--- src/design/adc_cfg_pkg.sv ---
package adc_cfg_pkg;
  // Serial frame: read flag, address, data byte, most significant bit first
  localparam int FRAME_BITS = 24;
  localparam int HDR_BITS = 16;
  localparam int ADDR_BITS = 15;
  localparam int DATA_BITS = 8;
  localparam int SCLK_HALF_CYCLES = 4;

  localparam logic [14:0] ADDR_DELAY_SEL = 15'h0029;
  localparam logic [14:0] ADDR_EDGE_POS0 = 15'h002C;
  localparam logic [14:0] ADDR_EDGE_POS1 = 15'h002D;
  localparam logic [14:0] ADDR_EDGE_POS2 = 15'h002E;
  localparam logic [14:0] ADDR_FS_LO = 15'h0030;
  localparam logic [14:0] ADDR_FS_HI = 15'h0031;
  localparam logic [14:0] ADDR_POWER_MODE = 15'h0037;
  localparam logic [14:0] ADDR_POWER_LAST = 15'h003A;
  localparam logic [14:0] ADDR_TIMESTAMP = 15'h003B;
  localparam logic [14:0] ADDR_REFOUT = 15'h003C;

  localparam logic [3:0] RST_DELAY_SEL = 4'h0;
  localparam logic [23:0] RST_EDGE_POS = 24'h000000;
  localparam logic [15:0] RST_FULL_SCALE = 16'hA000;
  localparam logic [7:0] RST_POWER_MODE = 8'h4B;
  localparam logic RST_TS_RECV = 1'b0;
  localparam logic RST_TS_PECL = 1'b0;
  localparam logic RST_REFOUT_EN = 1'b1;

  localparam int TS_RECV_BIT = 0;
  localparam int TS_PECL_BIT = 1;
  localparam int REFOUT_EN_BIT = 0;
  localparam logic [7:0] MASK_TIMESTAMP = 8'h03;
  localparam logic [7:0] MASK_REFOUT = 8'h01;

  localparam logic [7:0] POWER_LOW = 8'h46;
  localparam logic [7:0] POWER_HIGH = 8'h4B;
  localparam logic [15:0] FS_MIN_GOOD = 16'h2000;
  localparam logic [15:0] FS_MAX = 16'hFFFF;

  // Host register file, byte addresses on the Avalon side
  localparam logic [3:0] HREG_COMMAND = 4'h0;
  localparam logic [3:0] HREG_WDATA = 4'h4;
  localparam logic [3:0] HREG_CONDITIONS = 4'h8;
  localparam logic [3:0] HREG_STATUS = 4'hC;
  localparam int CMD_READ_BIT = 15;
  localparam int CMD_GROUP_BIT = 16;
  localparam int COND_RATE_BIT = 0;
  localparam int COND_QUIET_BIT = 1;
  localparam int ST_BUSY_BIT = 0;
  localparam int ST_REFUSED_BIT = 1;
  localparam int ST_CAL_BIT = 2;
  localparam int ST_RDATA_LSB = 8;
  localparam int GROUP_FRAMES = 4;
endpackage : adc_cfg_pkg

--- src/design/cfg_link_if.sv ---
`timescale 1ns/1ps
`default_nettype none
interface cfg_link_if;
  logic sclk;
  logic csn_n;
  logic mosi;
  logic miso_o;
  logic miso_oe;
  logic miso;
  // Weak pull-up on the return line while the device is not driving
  assign miso = miso_oe ? miso_o : 1'b1;
  modport host (output sclk, output csn_n, output mosi, input miso);
  modport dev (input sclk, input csn_n, input mosi, output miso_o, output miso_oe);
endinterface : cfg_link_if
`default_nettype wire

--- src/design/serial_frame_receiver.sv ---
`timescale 1ns/1ps
`default_nettype none
module serial_frame_receiver (
  input wire logic i_sys_clk,
  input wire logic i_nrst,
  input wire logic i_sclk,
  input wire logic i_csn_n,
  input wire logic i_mosi,
  input wire logic [7:0] i_rdata,
  output logic o_miso,
  output logic o_miso_oe,
  output logic [14:0] o_addr,
  output logic o_hdr_pulse,
  output logic o_is_read,
  output logic o_wr_pulse,
  output logic [7:0] o_wdata
);
  logic sclk_q;
  logic [4:0] bit_cnt;
  logic [23:0] rx;
  logic [15:0] header;
  logic [7:0] tx;
  logic rise;
  logic fall;

  assign rise = i_sclk && !sclk_q && !i_csn_n;
  assign fall = !i_sclk && sclk_q && !i_csn_n;
  assign o_addr = header[14:0];
  assign o_is_read = header[15];

  always_ff @(posedge i_sys_clk or negedge i_nrst)
  begin
    if (!i_nrst)
    begin
      sclk_q <= 1'b0;
      bit_cnt <= 5'h00;
      rx <= 24'h000000;
      header <= 16'h0000;
      o_hdr_pulse <= 1'b0;
      o_wr_pulse <= 1'b0;
      o_wdata <= 8'h00;
    end
    else
    begin
      sclk_q <= i_sclk;
      o_hdr_pulse <= 1'b0;
      o_wr_pulse <= 1'b0;
      if (i_csn_n)
      begin
        bit_cnt <= 5'h00;
        header <= 16'h0000;
      end
      else if (rise)
      begin
        rx <= {rx[22:0], i_mosi};
        bit_cnt <= bit_cnt + 5'h01;
        if (bit_cnt == 5'(adc_cfg_pkg::HDR_BITS - 1))
        begin
          header <= {rx[14:0], i_mosi};
          o_hdr_pulse <= 1'b1;
        end
        if (bit_cnt == 5'(adc_cfg_pkg::FRAME_BITS - 1))
        begin
          o_wr_pulse <= !header[15];
          o_wdata <= {rx[6:0], i_mosi};
        end
      end
    end
  end

  // Read data leaves on falling edges so the host can sample on rising ones
  always_ff @(posedge i_sys_clk or negedge i_nrst)
  begin
    if (!i_nrst)
    begin
      tx <= 8'h00;
      o_miso <= 1'b0;
      o_miso_oe <= 1'b0;
    end
    else
    begin
      o_miso_oe <= !i_csn_n && header[15] && (bit_cnt >= 5'(adc_cfg_pkg::HDR_BITS));
      if (fall && header[15])
      begin
        if (bit_cnt == 5'(adc_cfg_pkg::HDR_BITS))
        begin
          o_miso <= i_rdata[7];
          tx <= {i_rdata[6:0], 1'b0};
        end
        else
        begin
          o_miso <= tx[7];
          tx <= {tx[6:0], 1'b0};
        end
      end
    end
  end
endmodule : serial_frame_receiver
`default_nettype wire

--- src/design/adc_config_regs.sv ---
// Overview of operation
// - Read-only 24-bit edge position status
// - Host uses edge position to pick delay
// - Four-bit capture delay select, bits 3:0
// - One full-scale code, reset 0xA000
// - Host avoids full-scale codes below 0x2000
// - Code 0xFFFF selects maximum range
// - Power code 0x46 low, 0x4B high
// - Low-power code only at 1 GSPS or less
// - Calibrate after any power mode change
// - Calibration and link disabled before power write
// - Timestamp receiver enable bit 0, reset 0
// - Timestamp PECL mode bit 1, reset 0
// - Reference output needs enable and PLL
// - Reference output enable resets to one
// - Host writes reserved bits as zero; delay select bits 7:4 go out unmasked
`timescale 1ns/1ps
`default_nettype none
module adc_config_regs (
  input wire logic i_sys_clk,
  input wire logic i_nrst,
  cfg_link_if.dev link,
  input wire logic [23:0] i_edge_position,
  input wire logic i_pll_enable,
  output logic [3:0] o_capture_delay_select,
  output logic [15:0] o_full_scale_code,
  output logic o_full_scale_max,
  output logic o_full_scale_degraded,
  output logic o_low_power_mode,
  output logic o_high_perf_mode,
  output logic o_power_mode_reserved,
  output logic o_timestamp_receiver_enable,
  output logic o_timestamp_pecl_mode,
  output logic o_pll_reference_output
);
  logic [23:0] sysref_edge_position;
  logic [23:0] edge_hold;
  logic [3:0] capture_delay_select;
  logic [15:0] full_scale_range;
  logic [7:0] fs_low_stage;
  logic [7:0] power_mode_primary;
  logic [1:0] timestamp_input_control;
  logic pll_refout_control;
  logic [14:0] addr;
  logic hdr_pulse;
  logic is_read;
  logic wr_pulse;
  logic [7:0] wdata;
  logic [7:0] rdata;

  serial_frame_receiver u_rx (
    .i_sys_clk(i_sys_clk),
    .i_nrst(i_nrst),
    .i_sclk(link.sclk),
    .i_csn_n(link.csn_n),
    .i_mosi(link.mosi),
    .i_rdata(rdata),
    .o_miso(link.miso_o),
    .o_miso_oe(link.miso_oe),
    .o_addr(addr),
    .o_hdr_pulse(hdr_pulse),
    .o_is_read(is_read),
    .o_wr_pulse(wr_pulse),
    .o_wdata(wdata)
  );

  // Status capture runs every cycle; serial writes never reach it
  always_ff @(posedge i_sys_clk or negedge i_nrst)
  begin
    if (!i_nrst)
    begin
      sysref_edge_position <= adc_cfg_pkg::RST_EDGE_POS;
    end
    else
    begin
      sysref_edge_position <= i_edge_position;
    end
  end

  // The three status bytes travel in separate frames; a read of the lowest
  // byte freezes the word so the upper bytes belong to the same capture
  always_ff @(posedge i_sys_clk or negedge i_nrst)
  begin
    if (!i_nrst)
    begin
      edge_hold <= adc_cfg_pkg::RST_EDGE_POS;
    end
    else if (hdr_pulse && is_read && addr == adc_cfg_pkg::ADDR_EDGE_POS0)
    begin
      edge_hold <= sysref_edge_position;
    end
  end

  always_ff @(posedge i_sys_clk or negedge i_nrst)
  begin
    if (!i_nrst)
    begin
      capture_delay_select <= adc_cfg_pkg::RST_DELAY_SEL;
    end
    else if (wr_pulse && addr == adc_cfg_pkg::ADDR_DELAY_SEL)
    begin
      capture_delay_select <= wdata[3:0];
    end
  end

  // Low byte is staged and applied with the high byte, so the range never
  // passes through a half-updated code
  always_ff @(posedge i_sys_clk or negedge i_nrst)
  begin
    if (!i_nrst)
    begin
      fs_low_stage <= adc_cfg_pkg::RST_FULL_SCALE[7:0];
      full_scale_range <= adc_cfg_pkg::RST_FULL_SCALE;
    end
    else if (wr_pulse && addr == adc_cfg_pkg::ADDR_FS_LO)
    begin
      fs_low_stage <= wdata;
    end
    else if (wr_pulse && addr == adc_cfg_pkg::ADDR_FS_HI)
    begin
      full_scale_range <= {wdata, fs_low_stage};
    end
  end

  // Any code is stored; reserved codes are flagged, not corrected
  always_ff @(posedge i_sys_clk or negedge i_nrst)
  begin
    if (!i_nrst)
    begin
      power_mode_primary <= adc_cfg_pkg::RST_POWER_MODE;
    end
    else if (wr_pulse && addr == adc_cfg_pkg::ADDR_POWER_MODE)
    begin
      power_mode_primary <= wdata;
    end
  end

  always_ff @(posedge i_sys_clk or negedge i_nrst)
  begin
    if (!i_nrst)
    begin
      timestamp_input_control[adc_cfg_pkg::TS_RECV_BIT] <= adc_cfg_pkg::RST_TS_RECV;
      timestamp_input_control[adc_cfg_pkg::TS_PECL_BIT] <= adc_cfg_pkg::RST_TS_PECL;
    end
    else if (wr_pulse && addr == adc_cfg_pkg::ADDR_TIMESTAMP)
    begin
      timestamp_input_control[adc_cfg_pkg::TS_RECV_BIT] <= wdata[adc_cfg_pkg::TS_RECV_BIT];
      timestamp_input_control[adc_cfg_pkg::TS_PECL_BIT] <= wdata[adc_cfg_pkg::TS_PECL_BIT];
    end
  end

  always_ff @(posedge i_sys_clk or negedge i_nrst)
  begin
    if (!i_nrst)
    begin
      pll_refout_control <= adc_cfg_pkg::RST_REFOUT_EN;
    end
    else if (wr_pulse && addr == adc_cfg_pkg::ADDR_REFOUT)
    begin
      pll_refout_control <= wdata[adc_cfg_pkg::REFOUT_EN_BIT];
    end
  end

  // Read mux; reserved bits and unmapped addresses return zero
  always_comb
  begin
    rdata = 8'h00;
    case (addr)
      adc_cfg_pkg::ADDR_DELAY_SEL: rdata = {4'h0, capture_delay_select};
      adc_cfg_pkg::ADDR_EDGE_POS0: rdata = edge_hold[7:0];
      adc_cfg_pkg::ADDR_EDGE_POS1: rdata = edge_hold[15:8];
      adc_cfg_pkg::ADDR_EDGE_POS2: rdata = edge_hold[23:16];
      adc_cfg_pkg::ADDR_FS_LO: rdata = full_scale_range[7:0];
      adc_cfg_pkg::ADDR_FS_HI: rdata = full_scale_range[15:8];
      adc_cfg_pkg::ADDR_POWER_MODE: rdata = power_mode_primary;
      adc_cfg_pkg::ADDR_TIMESTAMP: rdata = {6'h00, timestamp_input_control};
      adc_cfg_pkg::ADDR_REFOUT: rdata = {7'h00, pll_refout_control};
      default: rdata = 8'h00;
    endcase
  end

  // Decoded outputs lag their register by one clock
  always_ff @(posedge i_sys_clk or negedge i_nrst)
  begin
    if (!i_nrst)
    begin
      o_capture_delay_select <= adc_cfg_pkg::RST_DELAY_SEL;
      o_full_scale_code <= adc_cfg_pkg::RST_FULL_SCALE;
      o_full_scale_max <= 1'b0;
      o_full_scale_degraded <= 1'b0;
      o_low_power_mode <= 1'b0;
      o_high_perf_mode <= 1'b1;
      o_power_mode_reserved <= 1'b0;
      o_timestamp_receiver_enable <= 1'b0;
      o_timestamp_pecl_mode <= 1'b0;
      o_pll_reference_output <= 1'b0;
    end
    else
    begin
      o_capture_delay_select <= capture_delay_select;
      o_full_scale_code <= full_scale_range;
      o_full_scale_max <= full_scale_range == adc_cfg_pkg::FS_MAX;
      o_full_scale_degraded <= full_scale_range < adc_cfg_pkg::FS_MIN_GOOD;
      o_low_power_mode <= power_mode_primary == adc_cfg_pkg::POWER_LOW;
      o_high_perf_mode <= power_mode_primary == adc_cfg_pkg::POWER_HIGH;
      o_power_mode_reserved <= power_mode_primary != adc_cfg_pkg::POWER_LOW
        && power_mode_primary != adc_cfg_pkg::POWER_HIGH;
      o_timestamp_receiver_enable <= timestamp_input_control[adc_cfg_pkg::TS_RECV_BIT];
      o_timestamp_pecl_mode <= timestamp_input_control[adc_cfg_pkg::TS_PECL_BIT];
      o_pll_reference_output <= pll_refout_control && i_pll_enable;
    end
  end
endmodule : adc_config_regs
`default_nettype wire

--- src/flat_wrapper.sv ---
// flat-port wrapper written by rule: the top's interface ports become plain ports
module adc_config_regs_flat 
  (i_sys_clk, i_nrst, i_edge_position, i_pll_enable, o_capture_delay_select, o_full_scale_code, o_full_scale_max, o_full_scale_degraded, o_low_power_mode, o_high_perf_mode, o_power_mode_reserved, o_timestamp_receiver_enable, o_timestamp_pecl_mode, o_pll_reference_output, link_sclk, link_csn_n, link_mosi, link_miso_o, link_miso_oe);
  cfg_link_if link_i ();
  input wire logic i_sys_clk;
  input wire logic i_nrst;
  input wire logic [23:0] i_edge_position;
  input wire logic i_pll_enable;
  output logic [3:0] o_capture_delay_select;
  output logic [15:0] o_full_scale_code;
  output logic o_full_scale_max;
  output logic o_full_scale_degraded;
  output logic o_low_power_mode;
  output logic o_high_perf_mode;
  output logic o_power_mode_reserved;
  output logic o_timestamp_receiver_enable;
  output logic o_timestamp_pecl_mode;
  output logic o_pll_reference_output;
  input wire logic [$bits(link_i.sclk)-1:0] link_sclk;
  input wire logic [$bits(link_i.csn_n)-1:0] link_csn_n;
  input wire logic [$bits(link_i.mosi)-1:0] link_mosi;
  output wire logic [$bits(link_i.miso_o)-1:0] link_miso_o;
  output wire logic [$bits(link_i.miso_oe)-1:0] link_miso_oe;
  assign link_i.sclk = link_sclk;
  assign link_i.csn_n = link_csn_n;
  assign link_i.mosi = link_mosi;
  assign link_miso_o = link_i.miso_o;
  assign link_miso_oe = link_i.miso_oe;
  adc_config_regs u_core (.i_sys_clk(i_sys_clk), .i_nrst(i_nrst), .link(link_i), .i_edge_position(i_edge_position), .i_pll_enable(i_pll_enable), .o_capture_delay_select(o_capture_delay_select), .o_full_scale_code(o_full_scale_code), .o_full_scale_max(o_full_scale_max), .o_full_scale_degraded(o_full_scale_degraded), .o_low_power_mode(o_low_power_mode), .o_high_perf_mode(o_high_perf_mode), .o_power_mode_reserved(o_power_mode_reserved), .o_timestamp_receiver_enable(o_timestamp_receiver_enable), .o_timestamp_pecl_mode(o_timestamp_pecl_mode), .o_pll_reference_output(o_pll_reference_output));
endmodule
--- config.mk ---
export PLATFORM = sky130hd
export DESIGN_NAME = adc_config_regs_flat
export DESIGN_NICKNAME = d
export VERILOG_FILES = /design/src/design/adc_cfg_pkg.sv /design/src/design/cfg_link_if.sv /design/src/design/serial_frame_receiver.sv /design/src/design/adc_config_regs.sv /design/src/flat_wrapper.sv
export SDC_FILE = /design/constraint.sdc
export NUM_CORES = 1
export LEC_CHECK = 0
export ABC_AREA = 0
export CORE_ASPECT_RATIO = 1.25
export CORE_MARGIN = 3
export CORE_UTILIZATION = 40
export CTS_CLUSTER_DIAMETER = 60
export DETAILED_ROUTE_END_ITERATION = 16
export DONT_BUFFER_PORTS = 1
export HOLD_SLACK_MARGIN = 0.03
export PLACE_DENSITY = 0.56
export SLEW_MARGIN = 10
export SYNTH_ARGS = -nofsm -noshare
export SYNTH_HDL_FRONTEND = slang
export SYNTH_HIERARCHICAL = 1
export SYNTH_SLANG_ARGS = --single-unit
--- constraint.sdc ---
create_clock -name i_sys_clk -period 2.11 [get_ports i_sys_clk]
set_input_delay 0.3165 -clock i_sys_clk [delete_from_list [all_inputs] [get_ports i_sys_clk]]
set_output_delay 0.3165 -clock i_sys_clk [all_outputs]
set_load 0.01 [all_outputs]
==> results of run 1 <==
logic make-up (layout without fill, tap and decap cells):
family / after synthesis / count (layout) / synth area share [%]
flip-flops: 171 / 171 / 63.81
multiplexers: 96 / 96 / 17.00
AND/OR/NAND/NOR: 92 / 92 / 10.12
AO/OA/AOI/OAI: 53 / 53 / 5.898
buffers and inverters: 26 / 126 / 2.475
adder cells (fa/ha/maj): 3 / 3 / 0.5582
XOR/XNOR: 1 / 1 / 0.1303
placed cells by master, fill, tap and decap left out, types with 3 or more instances in the layout:
| master | n |
|---|---|
| nor3_1 | 7 |
| inv_6 | 6 |
| a222oi_1 | 10 |
| a22o_1 | 15 |
| inv_1 | 8 |
| mux2_2 | 43 |
| nand4_1 | 6 |
| or4_4 | 4 |
| nor2_1 | 11 |
| mux2i_1 | 10 |
| dfrtp_1 | 161 |
| buf_4 | 43 |
| dlygate4sd3_1 | 28 |
| a22oi_1 | 4 |
| inv_8 | 3 |
| clkbuf_16 | 20 |
| buf_6 | 8 |
| nand2_1 | 15 |
| clkinv_8 | 3 |
| o21ai_0 | 6 |
| mux2_4 | 42 |
| ha_1 | 3 |
| a21oi_1 | 13 |
| nand3_1 | 4 |
| dfstp_2 | 10 |
| nand3b_1 | 3 |
| nor4_4 | 4 |
worst register-to-register path, delay by kind of cell (launching register included):
kind	cells	cell delay [ns]
flip-flops	1	0.38
multiplexers	1	0.37
AND/OR/NAND/NOR	3	1.39
where the power goes:
group	leakage [uW]	switching [uW]	internal, uW	total, uW
Clock	0.000308	1420	1820	3240
Combinational	0.00130	50.6	116	167
Sequential	0.00226	99.2	3380	3480
Total	0.00387	1570	5320	6890
per-layer routing:
layer | track usage [%] | up-vias
met5 | 0 | -
met4 | 7.567 | 0
met3 | 3.997 | 23
met2 | 28.21 | 91
met1 | 20.21 | 2036
li1 | - | 1816
layout make-up:
| class | count | area share [%] |
|---|---|---|
| repair buffers | 86 | 9.900 |
| clock inverters | 15 | 2.357 |
| clock buffers | 17 | 5.009 |
| multi-input cells | 245 | 28.67 |
| flip-flops and latches | 171 | 50.53 |
| well taps | 216 | 3.182 |
| inverters | 8 | 0.3536 |
registers in the layout, indices dropped and copies added, names as in the netlist, 7 cells and up:
name	count
u_core/edge_hold	24
u_core/fs_low_stage	8
u_core/full_scale_range	16
u_core/o_full_scale_code	16
u_core/power_mode_primary	8
u_core/sysref_edge_position	24
u_core/u_rx/header	16
u_core/u_rx/o_wdata	8
u_core/u_rx/rx	15
u_core/u_rx/tx	7
worst paths after layout:
| check | slack [ns] | endpoint | depth (start not counted) |
|---|---|---|---|
| hold reg to reg | 0.41 | u_core/o_full_scale_code[13] | 0 |
| hold / removal | -0.42 | u_core/o_full_scale_degraded | 0 |
| setup / recovery | -0.15 | u_core/capture_delay_select[2] | 4 |
| setup reg to reg | -0.15 | u_core/capture_delay_select[2] | 4 |
| min in group i_sys_clk | 0.05 | u_core/u_rx/o_wdata[0] | 1 |
| max in group asynchronous | 2.27 | u_core/pll_refout_control | 0 |
stage by stage:
| step | std cells | setup slack (ns) | util [%] | setup TNS [ns] | total power [uW] |
|---|---|---|---|---|---|
| finish | 758 | -0.1461 | 52.01 | -5.483 | 6889 |
| global route | 758 | -0.2180 | 52.01 | -9.761 | 7125 |
| CTS | 748 | -0.1183 | 50.74 | -3.665 | 6967 |
| detailed placement | 682 | -0.1721 | 44.11 | -7.476 | 3670 |
| global placement | 682 | -0.1743 | 44.11 | -5.677 | 3666 |
| floorplan | 442 | -0.1877 | - | -5.835 | 3613 |
repair_timing:
| action | 4_1_cts | 5_1_grt |
|---|---|---|
| gates cloned | 1 | 4 |
| pin swaps | 10 | 16 |
| setup endpoints to repair | 71 | 71 |
| hold endpoints to repair | 206 | 171 |
| gates resized for setup | 24 | 21 |
| buffers inserted | 5 | 6 |
==> flow_metrics.env, run 1 <==
export IMPL_dp_final_hpwl_mm=9.649
export IMPL_hold_violations=171
export IMPL_fin_nets=562
export IMPL_cp_max_fo=5
export IMPL_n_fill_cell=1374
export IMPL_yosys_warnings=6
export IMPL_status="complete, but fails checks"
export IMPL_initial_utilization_pct=41.18
export IMPL_ios=60
export IMPL_ys_top_cells_by_area="dfrtp_1, mux2_2, mux2_4"
export IMPL_p_leak_uw=0.003868
export IMPL_avgRoutedWirePerCell_um=20.04
export IMPL_viasPerCell=5.232
export IMPL_gr_total_overflow=0
export IMPL_whs_ns=-0.4186
export IMPL_slew_viol_final=0
export IMPL_slew_headroom_pct=59.05
export IMPL_syn_num_nets=475
export IMPL_met2_length_mm=7.914
export IMPL_die_w_um=122.0
export IMPL_postSynthCellCount=442
export IMPL_syn_to_final_growth_pct=26.29
export IMPL_fmax_ghz=0.4432
export IMPL_die_y_um=151.0
export IMPL_critPathBufInv=0
export IMPL_cp_common_cell="or4_4"
export IMPL_drc=0
export IMPL_worstSetupStartpointType="flip-flop"
export IMPL_cts_buffers=17
export IMPL_synth_edf_count=0
export IMPL_ant_nets=0
export IMPL_grt_setup_unrepaired="true"
export IMPL_peakVddDrop_mv=0.4200
export IMPL_clk_pin_slew_worst_paths_ns=0.07
export IMPL_cap_viol_max_count=0
export IMPL_worst_pin_slew_ns=0.6143
export IMPL_violations="hold timing, setup timing"
export IMPL_worstSetupPathType="reg2reg"
export IMPL_die_area_um2=18410
export IMPL_grt_pass1_vias=4143
export IMPL_numPortBuffers=0
export IMPL_cts_sinks=171
export IMPL_p_per_area_nw_per_um2=811.1
export IMPL_hp_class="in2async"
export IMPL_slowest_stage="or4_4"
export IMPL_met3_length_um=558
export IMPL_final_layout_size_suffix_gt1_share_pct=39.30
export IMPL_multiInputGateArea_um2=2435
export IMPL_routabilityCongestion=0.9004
export IMPL_grt_max_degree=172
export IMPL_setup_viol=61
export IMPL_netlist_area_um2=6725
export IMPL_vias=3966
export IMPL_row_count=52
export IMPL_final_area_um2=8493
export IMPL_postPlaceCellArea_um2=7203
export IMPL_cp_data_required_time_ns=2.42
export IMPL_cpPeakStageDelay_ns=0.58
export IMPL_yosysSeqAreaShare_pct=63.81
export IMPL_grt_pass1_wl_mm=23.18
export IMPL_grt_total_usage_pct=16.68
export IMPL_cp_startpoint="u_core/u_rx/header[14]"
export IMPL_wl_met1_mm=6.351
export IMPL_diodes=0
export IMPL_avgSynthCellArea_um2=15.22
export IMPL_final_setup_worst_slack_ns=-0.1461
export IMPL_synth_seq_cells=171
export IMPL_drt_iter0_drc=266
export IMPL_synth_most_common_cell="dfrtp_1"
export IMPL_async_flop_share_pct=100.0
export IMPL_min_period_over_period_pct=106.9
export IMPL_min_period_ns=2.256
export IMPL_wirelength_mm=15.19
export IMPL_ys_flop_type="dfrtp_1"
export IMPL_critical_path_cell_chain="or4_4 > or4_4 > nor3_4 > mux2_2"
export IMPL_yosysTopAreaCell="dfrtp_1"
export IMPL_cts_tree="yes"
export IMPL_clockRootBuffer="clkbuf_16"
export IMPL_r2r_start="u_core/u_rx/header[14]"
export IMPL_seq_area_um2=4292
export IMPL_synth_common_cells="dfrtp_1, mux2_2, mux2_4, a22o_1, nand2_1"
export IMPL_synth_top_area_share_pct=59.91
export IMPL_skew_ns=0.01279
export IMPL_routed_top_layer="met4"
export IMPL_worstPathArrival_ns=2.57
export IMPL_ys_types=54
export IMPL_antenna_found_initial=0
export IMPL_cts_max_level=4
export IMPL_drt_pass1_iter_count=5
export IMPL_critPathTopFamily="simple AND/OR/NAND/NOR gates"
export IMPL_cts_hold_buf=28
export IMPL_endpoint_kind="flip-flop"
export IMPL_clock_path_buffers=2
export IMPL_clkLatencyLatePin_ns=0.43
export IMPL_core_um2=16330
No activity file was read; power rests on OpenSTA's default activity.
==> run 2: changes to the inputs <==
--- a/config.mk
+++ b/config.mk
@@ -8,12 +8,12 @@
 export ABC_AREA = 0
 export CORE_ASPECT_RATIO = 1.25
 export CORE_MARGIN = 3
-export CORE_UTILIZATION = 40
+export CORE_UTILIZATION = 49
 export CTS_CLUSTER_DIAMETER = 60
 export DETAILED_ROUTE_END_ITERATION = 16
 export DONT_BUFFER_PORTS = 1
 export HOLD_SLACK_MARGIN = 0.03
-export PLACE_DENSITY = 0.56
+export PLACE_DENSITY = 0.66
 export SLEW_MARGIN = 10
 export SYNTH_ARGS = -nofsm -noshare
 export SYNTH_HDL_FRONTEND = slang
==> flow_metrics.env, run 2 (same netlist as run 1, synthesis figures left out) <==
export IMPL_worst_pin_slew_ns=0.6541
export IMPL_critical_path_cell_chain="or4_4 > or4_4 > nor3_4 > mux2_2"
export IMPL_final_setup_worst_slack_ns=-0.1154
export IMPL_status="complete, but fails checks"
export IMPL_gr_total_overflow=0
export IMPL_whs_ns=-0.4205
export IMPL_reg_largest_list="u_core/edge_hold (24), u_core/sysref_edge_position (24)"
export IMPL_grt_pass1_vias=4316
export IMPL_fmax_ghz=0.4494
export IMPL_cp_common_cell="or4_4"
export IMPL_numPortBuffers=0
export IMPL_clock_power_share_pct=47.2
export IMPL_final_area_um2=8317
export IMPL_row_count=47
export IMPL_worstSetupStartpointType="flip-flop"
export IMPL_min_period_over_period_pct=105.5
export IMPL_dp_final_hpwl_mm=9.199
export IMPL_power_uw=6937
export IMPL_stdcell_count=704
export IMPL_syn_to_final_growth_pct=23.67
export IMPL_critPathBufInv=0
export IMPL_cpPeakStageDelay_ns=0.57
export IMPL_hold_violations=171
export IMPL_cts_tree="yes"
export IMPL_cp_max_fo=5
export IMPL_cts_buffers=17
export IMPL_cp_data_required_time_ns=2.42
export IMPL_grt_total_usage_pct=20.60
export IMPL_wirelength_mm=14.73
export IMPL_cts_max_level=4
export IMPL_clock_path_buffers=2
export IMPL_slew_viol_final=0
export IMPL_ant_nets=0
export IMPL_p_sw_share_pct=20.78
export IMPL_fin_nets=553
export IMPL_comb_power_share_pct=2.5
export IMPL_clockRootBuffer="clkbuf_16"
export IMPL_cap_viol_max_count=0
export IMPL_final_common_cell="dfrtp_1"
export IMPL_critPathTopFamily="simple AND/OR/NAND/NOR gates"
export IMPL_die_area_um2=15180
export IMPL_initial_utilization_pct=50.38
export IMPL_drt_iter0_drc=285
export IMPL_grt_max_degree=172
export IMPL_vias=3956
export IMPL_cts_sinks=171
export IMPL_antenna_found_initial=0
export IMPL_worstSetupPathType="reg2reg"
export IMPL_placedCellCount=632
export IMPL_min_period_ns=2.225
export IMPL_die_y_um=137.0
export IMPL_grt_setup_unrepaired="true"
export IMPL_core_um2=13350
export IMPL_slowest_stage="or4_4"
export IMPL_worstPathArrival_ns=2.54
export IMPL_endpoint_kind="flip-flop"
export IMPL_skew_ns=0.007030
export IMPL_grt_pass1_wl_mm=23.95
export IMPL_intPower_uw=5496
export IMPL_postPlaceCellArea_um2=7109
export IMPL_clkLatencyLatePin_ns=0.43
export IMPL_hp_class="in2async"
export IMPL_final_cell_mix="dfrtp_1, mux2_4, mux2_2"
export IMPL_drt_pass1_iter_count=6
export IMPL_p_leak_uw=0.003807
export IMPL_drc=0
export IMPL_viasPerCell=5.619
export IMPL_cts_hold_buf=28
export IMPL_setup_viol=51
export IMPL_final_layout_size_suffix_gt1_share_pct=37.71
export IMPL_n_fill_cell=971
export IMPL_ios=60
export IMPL_p_per_area_nw_per_um2=834.1
export IMPL_diodes=0
export IMPL_violations="hold timing, setup timing"
export IMPL_slew_headroom_pct=56.21
export IMPL_clk_pin_slew_worst_paths_ns=0.07
export IMPL_power_frac_seq_pct=50.3
export IMPL_peakVddDrop_mv=0.4963
export IMPL_avgRoutedWirePerCell_um=20.92
export IMPL_routabilityCongestion=0.8878
export IMPL_p_switching_uw=1442
export IMPL_die_w_um=110.8
==> run 2: changes by cell type in the layout (fill, tap and decap cells not counted), sizes merged <==
cell      previous run  this run
buf                 55        47
bufinv               2         4
clkinv               4         3
clkinvlp             0         3
inv                 17        11
nor2                14        15
==> run 2: area by class of cell <==
cell class                      instances  area [um^2]  area share (%)
Sequential cell                       171         4292           51.60
Multi-Input combinational cell        246         2436           29.29
Timing Repair Buffer                   76        720.7           8.666
Clock buffer                           19        432.9           5.205
Tap cell                              171        214.0           2.573
Clock inverter                         13        191.4           2.302
Inverter                                8        30.03          0.3611
==> run 2: routing by layer <==
metal  GRT usage (%)  vias to the layer above  part of all wire [%]
met4           9.377                        0                   2.3
met3           5.705                       29                   4.2
met1           24.48                     2044                    40
met2           35.12                       94                    53
met5               0                        -                     0
li1                -                     1789                     -
==> run 2: power groups by stage <==
stage | logic (uW) | clock network (uW) | registers [uW]
floorplan | 112 | 0 | 3500
global placement | 120 | 0 | 3550
detailed placement | 127 | 0 | 3550
CTS | 175 | 3340 | 3490
global route | 187 | 3480 | 3510
finish | 171 | 3280 | 3490
==> run 2: stage by stage <==
stage / TNS (ns) / worst slack [ns] / util, %
detailed placement: -6.342 / -0.2043 / 53.26
floorplan: -5.835 / -0.1877 / -
finish: -3.217 / -0.1154 / 62.30
global placement: -4.500 / -0.1739 / 53.26
global route: -6.920 / -0.1602 / 62.30
CTS: -3.321 / -0.1230 / 61.92
==> run 2: worst paths after layout <==
| check | startpoint | endpoint | slack [ns] | cells past startpoint |
|---|---|---|---|---|
| max | u_core/u_rx/header[14] | u_core/capture_delay_select[1] | -0.12 | 4 |
| min | i_nrst | u_core/o_full_scale_code[5] | -0.42 | 0 |
| max reg2reg | u_core/u_rx/header[14] | u_core/capture_delay_select[1] | -0.12 | 4 |
| min reg2reg | u_core/timestamp_input_control[0] | u_core/o_timestamp_receiver_enable | 0.41 | 0 |
| max in group asynchronous | i_nrst | u_core/pll_refout_control | 2.26 | 0 |
| min in group i_sys_clk | link_sclk | u_core/u_rx/bit_cnt[2] | 0.15 | 3 |
==> run 2: worst register-to-register path, cell delays in order (launching register included) <==
cell	delay (ns)
dfrtp_1	0.39
or4_4	0.58
or4_4	0.53
nor3_4	0.25
mux2_2	0.38
==> run 2: repair_timing <==
item	4_1_cts	5_1_grt
hold endpoints to repair	207	171
endpoints found under the setup margin	71	71
pin swaps	8	9
setup buffers	9	0
resized for setup	37	8
cloned	2	1
==> run 3: changes to the inputs <==
--- a/config.mk
+++ b/config.mk
@@ -13,7 +13,7 @@
 export DETAILED_ROUTE_END_ITERATION = 16
 export DONT_BUFFER_PORTS = 1
 export HOLD_SLACK_MARGIN = 0.03
-export PLACE_DENSITY = 0.66
+export PLACE_DENSITY = 0.64
 export SLEW_MARGIN = 10
 export SYNTH_ARGS = -nofsm -noshare
 export SYNTH_HDL_FRONTEND = slang
==> constraint.sdc (replaced) <==
create_clock -name i_sys_clk -period 2.7 [get_ports i_sys_clk]
set_input_delay 0.405 -clock i_sys_clk [delete_from_list [all_inputs] [get_ports i_sys_clk]]
set_output_delay 0.405 -clock i_sys_clk [all_outputs]
set_load 0.01 [all_outputs]
==> flow_metrics.env, run 3 (same netlist as run 1, synthesis figures left out) <==
export IMPL_status="complete, but fails checks"
export IMPL_violations="hold timing"
export IMPL_dp_final_hpwl_mm=8.976
export IMPL_clockRootBuffer="clkbuf_16"
export IMPL_n_fill_cell=1011
export IMPL_hold_violations=163
export IMPL_drt_iter0_drc=316
export IMPL_cts_max_level=4
export IMPL_row_count=47
export IMPL_vias=3756
export IMPL_viasPerCell=5.631
export IMPL_cts_buffers=17
export IMPL_wirelength_mm=13.47
export IMPL_p_per_area_nw_per_um2=674.6
export IMPL_skew_ns=0.01012
export IMPL_cap_viol_max_count=0
export IMPL_whs_ns=-0.3270
export IMPL_reg_largest_list="u_core/edge_hold (24), u_core/sysref_edge_position (24)"
export IMPL_regToRegEndpoint="u_core/full_scale_range[1]"
export IMPL_routabilityCongestion=0.7983
export IMPL_cts_sinks=171
export IMPL_min_period_over_period_pct=89.09
export IMPL_die_w_um=110.8
export IMPL_drt_pass1_iter_count=5
export IMPL_diodes=0
export IMPL_min_period_ns=2.406
export IMPL_seq_area_um2=4292
export IMPL_fmax_ghz=0.4157
export IMPL_antenna_found_initial=0
export IMPL_worstSetupPathType="reg2reg"
export IMPL_worstSetupStartpointType="flip-flop"
export IMPL_numPortBuffers=0
export IMPL_clock_path_buffers=2
export IMPL_drc=0
export IMPL_p_leak_uw=0.003555
export IMPL_syn_to_final_growth_pct=15.72
export IMPL_gr_total_overflow=0
export IMPL_hp_class="in2async"
export IMPL_fin_util_pct=58.30
export IMPL_cts_hold_buf=26
export IMPL_cp_max_fo=16
export IMPL_worstPathArrival_ns=2.71
export IMPL_final_common_cell="dfrtp_1"
export IMPL_cts_tree="yes"
export IMPL_endpoint_kind="flip-flop"
export IMPL_grt_max_degree=172
export IMPL_grt_total_usage_pct=19.16
export IMPL_fin_setup_tns_ns=0
export IMPL_cts_setup_buffers=0
export IMPL_slew_viol_final=0
export IMPL_fin_nets=516
export IMPL_r2r_slack_ns=0.29
export IMPL_r2r_start="u_core/u_rx/header[9]"
export IMPL_reg2regPathDepth=4
export IMPL_setup_viol=0
export IMPL_clk_pin_slew_worst_paths_ns=0.06
export IMPL_cts_resized=0
export IMPL_slew_headroom_pct=55.27
export IMPL_ant_nets=0
export IMPL_final_cell_mix="dfrtp_1, mux2_2, dlygate4sd3_1"
export IMPL_worst_pin_slew_ns=0.6682
export IMPL_grt_pass1_vias=4009
export IMPL_grt_setup_unrepaired="false"
export IMPL_ios=60
export IMPL_peakVddDrop_mv=0.4617
export IMPL_grt_pass1_wl_mm=22.10
export IMPL_die_y_um=137.0
export IMPL_multiInputGateArea_um2=2280
export IMPL_cp_data_required_time_ns=3.01
export IMPL_final_layout_size_suffix_gt1_share_pct=30.44
export IMPL_core_um2=13350
export IMPL_die_area_um2=15180
export IMPL_clkLatencyLatePin_ns=0.43
export IMPL_initial_utilization_pct=50.38
export IMPL_avgRoutedWirePerCell_um=20.20
-- run 3: final cells by class --
type	count	area share, %
inverter	8	0.3859
multi-input combinational	245	29.29
tap	171	2.749
timing repair buffer	40	4.855
clock buffer	18	5.514
sequential	171	55.14
clock inverter	14	2.058
-- run 3: per-stage QoR --
stage / total power [uW] / std cells / hold slack, ns / setup WS [ns] / instance area [um^2]
3_3_place_gp: 2864 / 609 / 0.1154 / 0.3557 / 6933
2_1_floorplan: 2824 / 442 / 0.1094 / 0.3895 / 6725
5_1_grt: 5446 / 667 / -0.3517 / 0.2206 / 7782
6_report: 5250 / 667 / -0.3270 / 0.2944 / 7782
4_1_cts: 5316 / 667 / -0.3452 / 0.2982 / 7782
3_5_place_dp: 2874 / 609 / 0.1154 / 0.3153 / 6933
-- run 3: worst max path at each step --
| stage | slack, ns | from | depth (start not counted) | to |
|---|---|---|---|---|
| 2_1_floorplan | 0.39 | u_core/u_rx/header[10] | 7 | u_core/edge_hold[10] |
| 3_3_place_gp | 0.36 | u_core/u_rx/header[9] | 4 | u_core/full_scale_range[2] |
| 3_5_place_dp | 0.32 | u_core/u_rx/header[9] | 4 | u_core/full_scale_range[1] |
| 4_1_cts | 0.30 | u_core/u_rx/header[9] | 4 | u_core/full_scale_range[1] |
| 5_1_grt | 0.22 | u_core/u_rx/header[9] | 4 | u_core/full_scale_range[1] |
| 6_report | 0.29 | u_core/u_rx/header[9] | 4 | u_core/full_scale_range[1] |
-- run 3: routing by layer --
layer  global-route usage (%)  part of all wire [%]  vias up
li1                         -                     -     1722
met1                    22.82                    41     1907
met2                    32.86                    52      104
met3                    4.777                   4.6       23
met4                    9.035                   2.5        0
met5                        0                     0        -
-- run 3: worst max-delay path, cell delays in order, from the launching register on --
cell and delay, ns:
dfrtp_1 0.38, or3_1 0.59, or4_4 0.64, nor2_8 0.29, mux2_2 0.38
-- run 3: where the power goes --
part / leakage, uW / switching, uW / internal (uW) / total, uW
combinational: 0.00100 / 41.2 / 89.2 / 130
clock: 0.000286 / 1010 / 1380 / 2400
sequential: 0.00226 / 76.2 / 2650 / 2720
total: 0.00355 / 1130 / 4120 / 5250
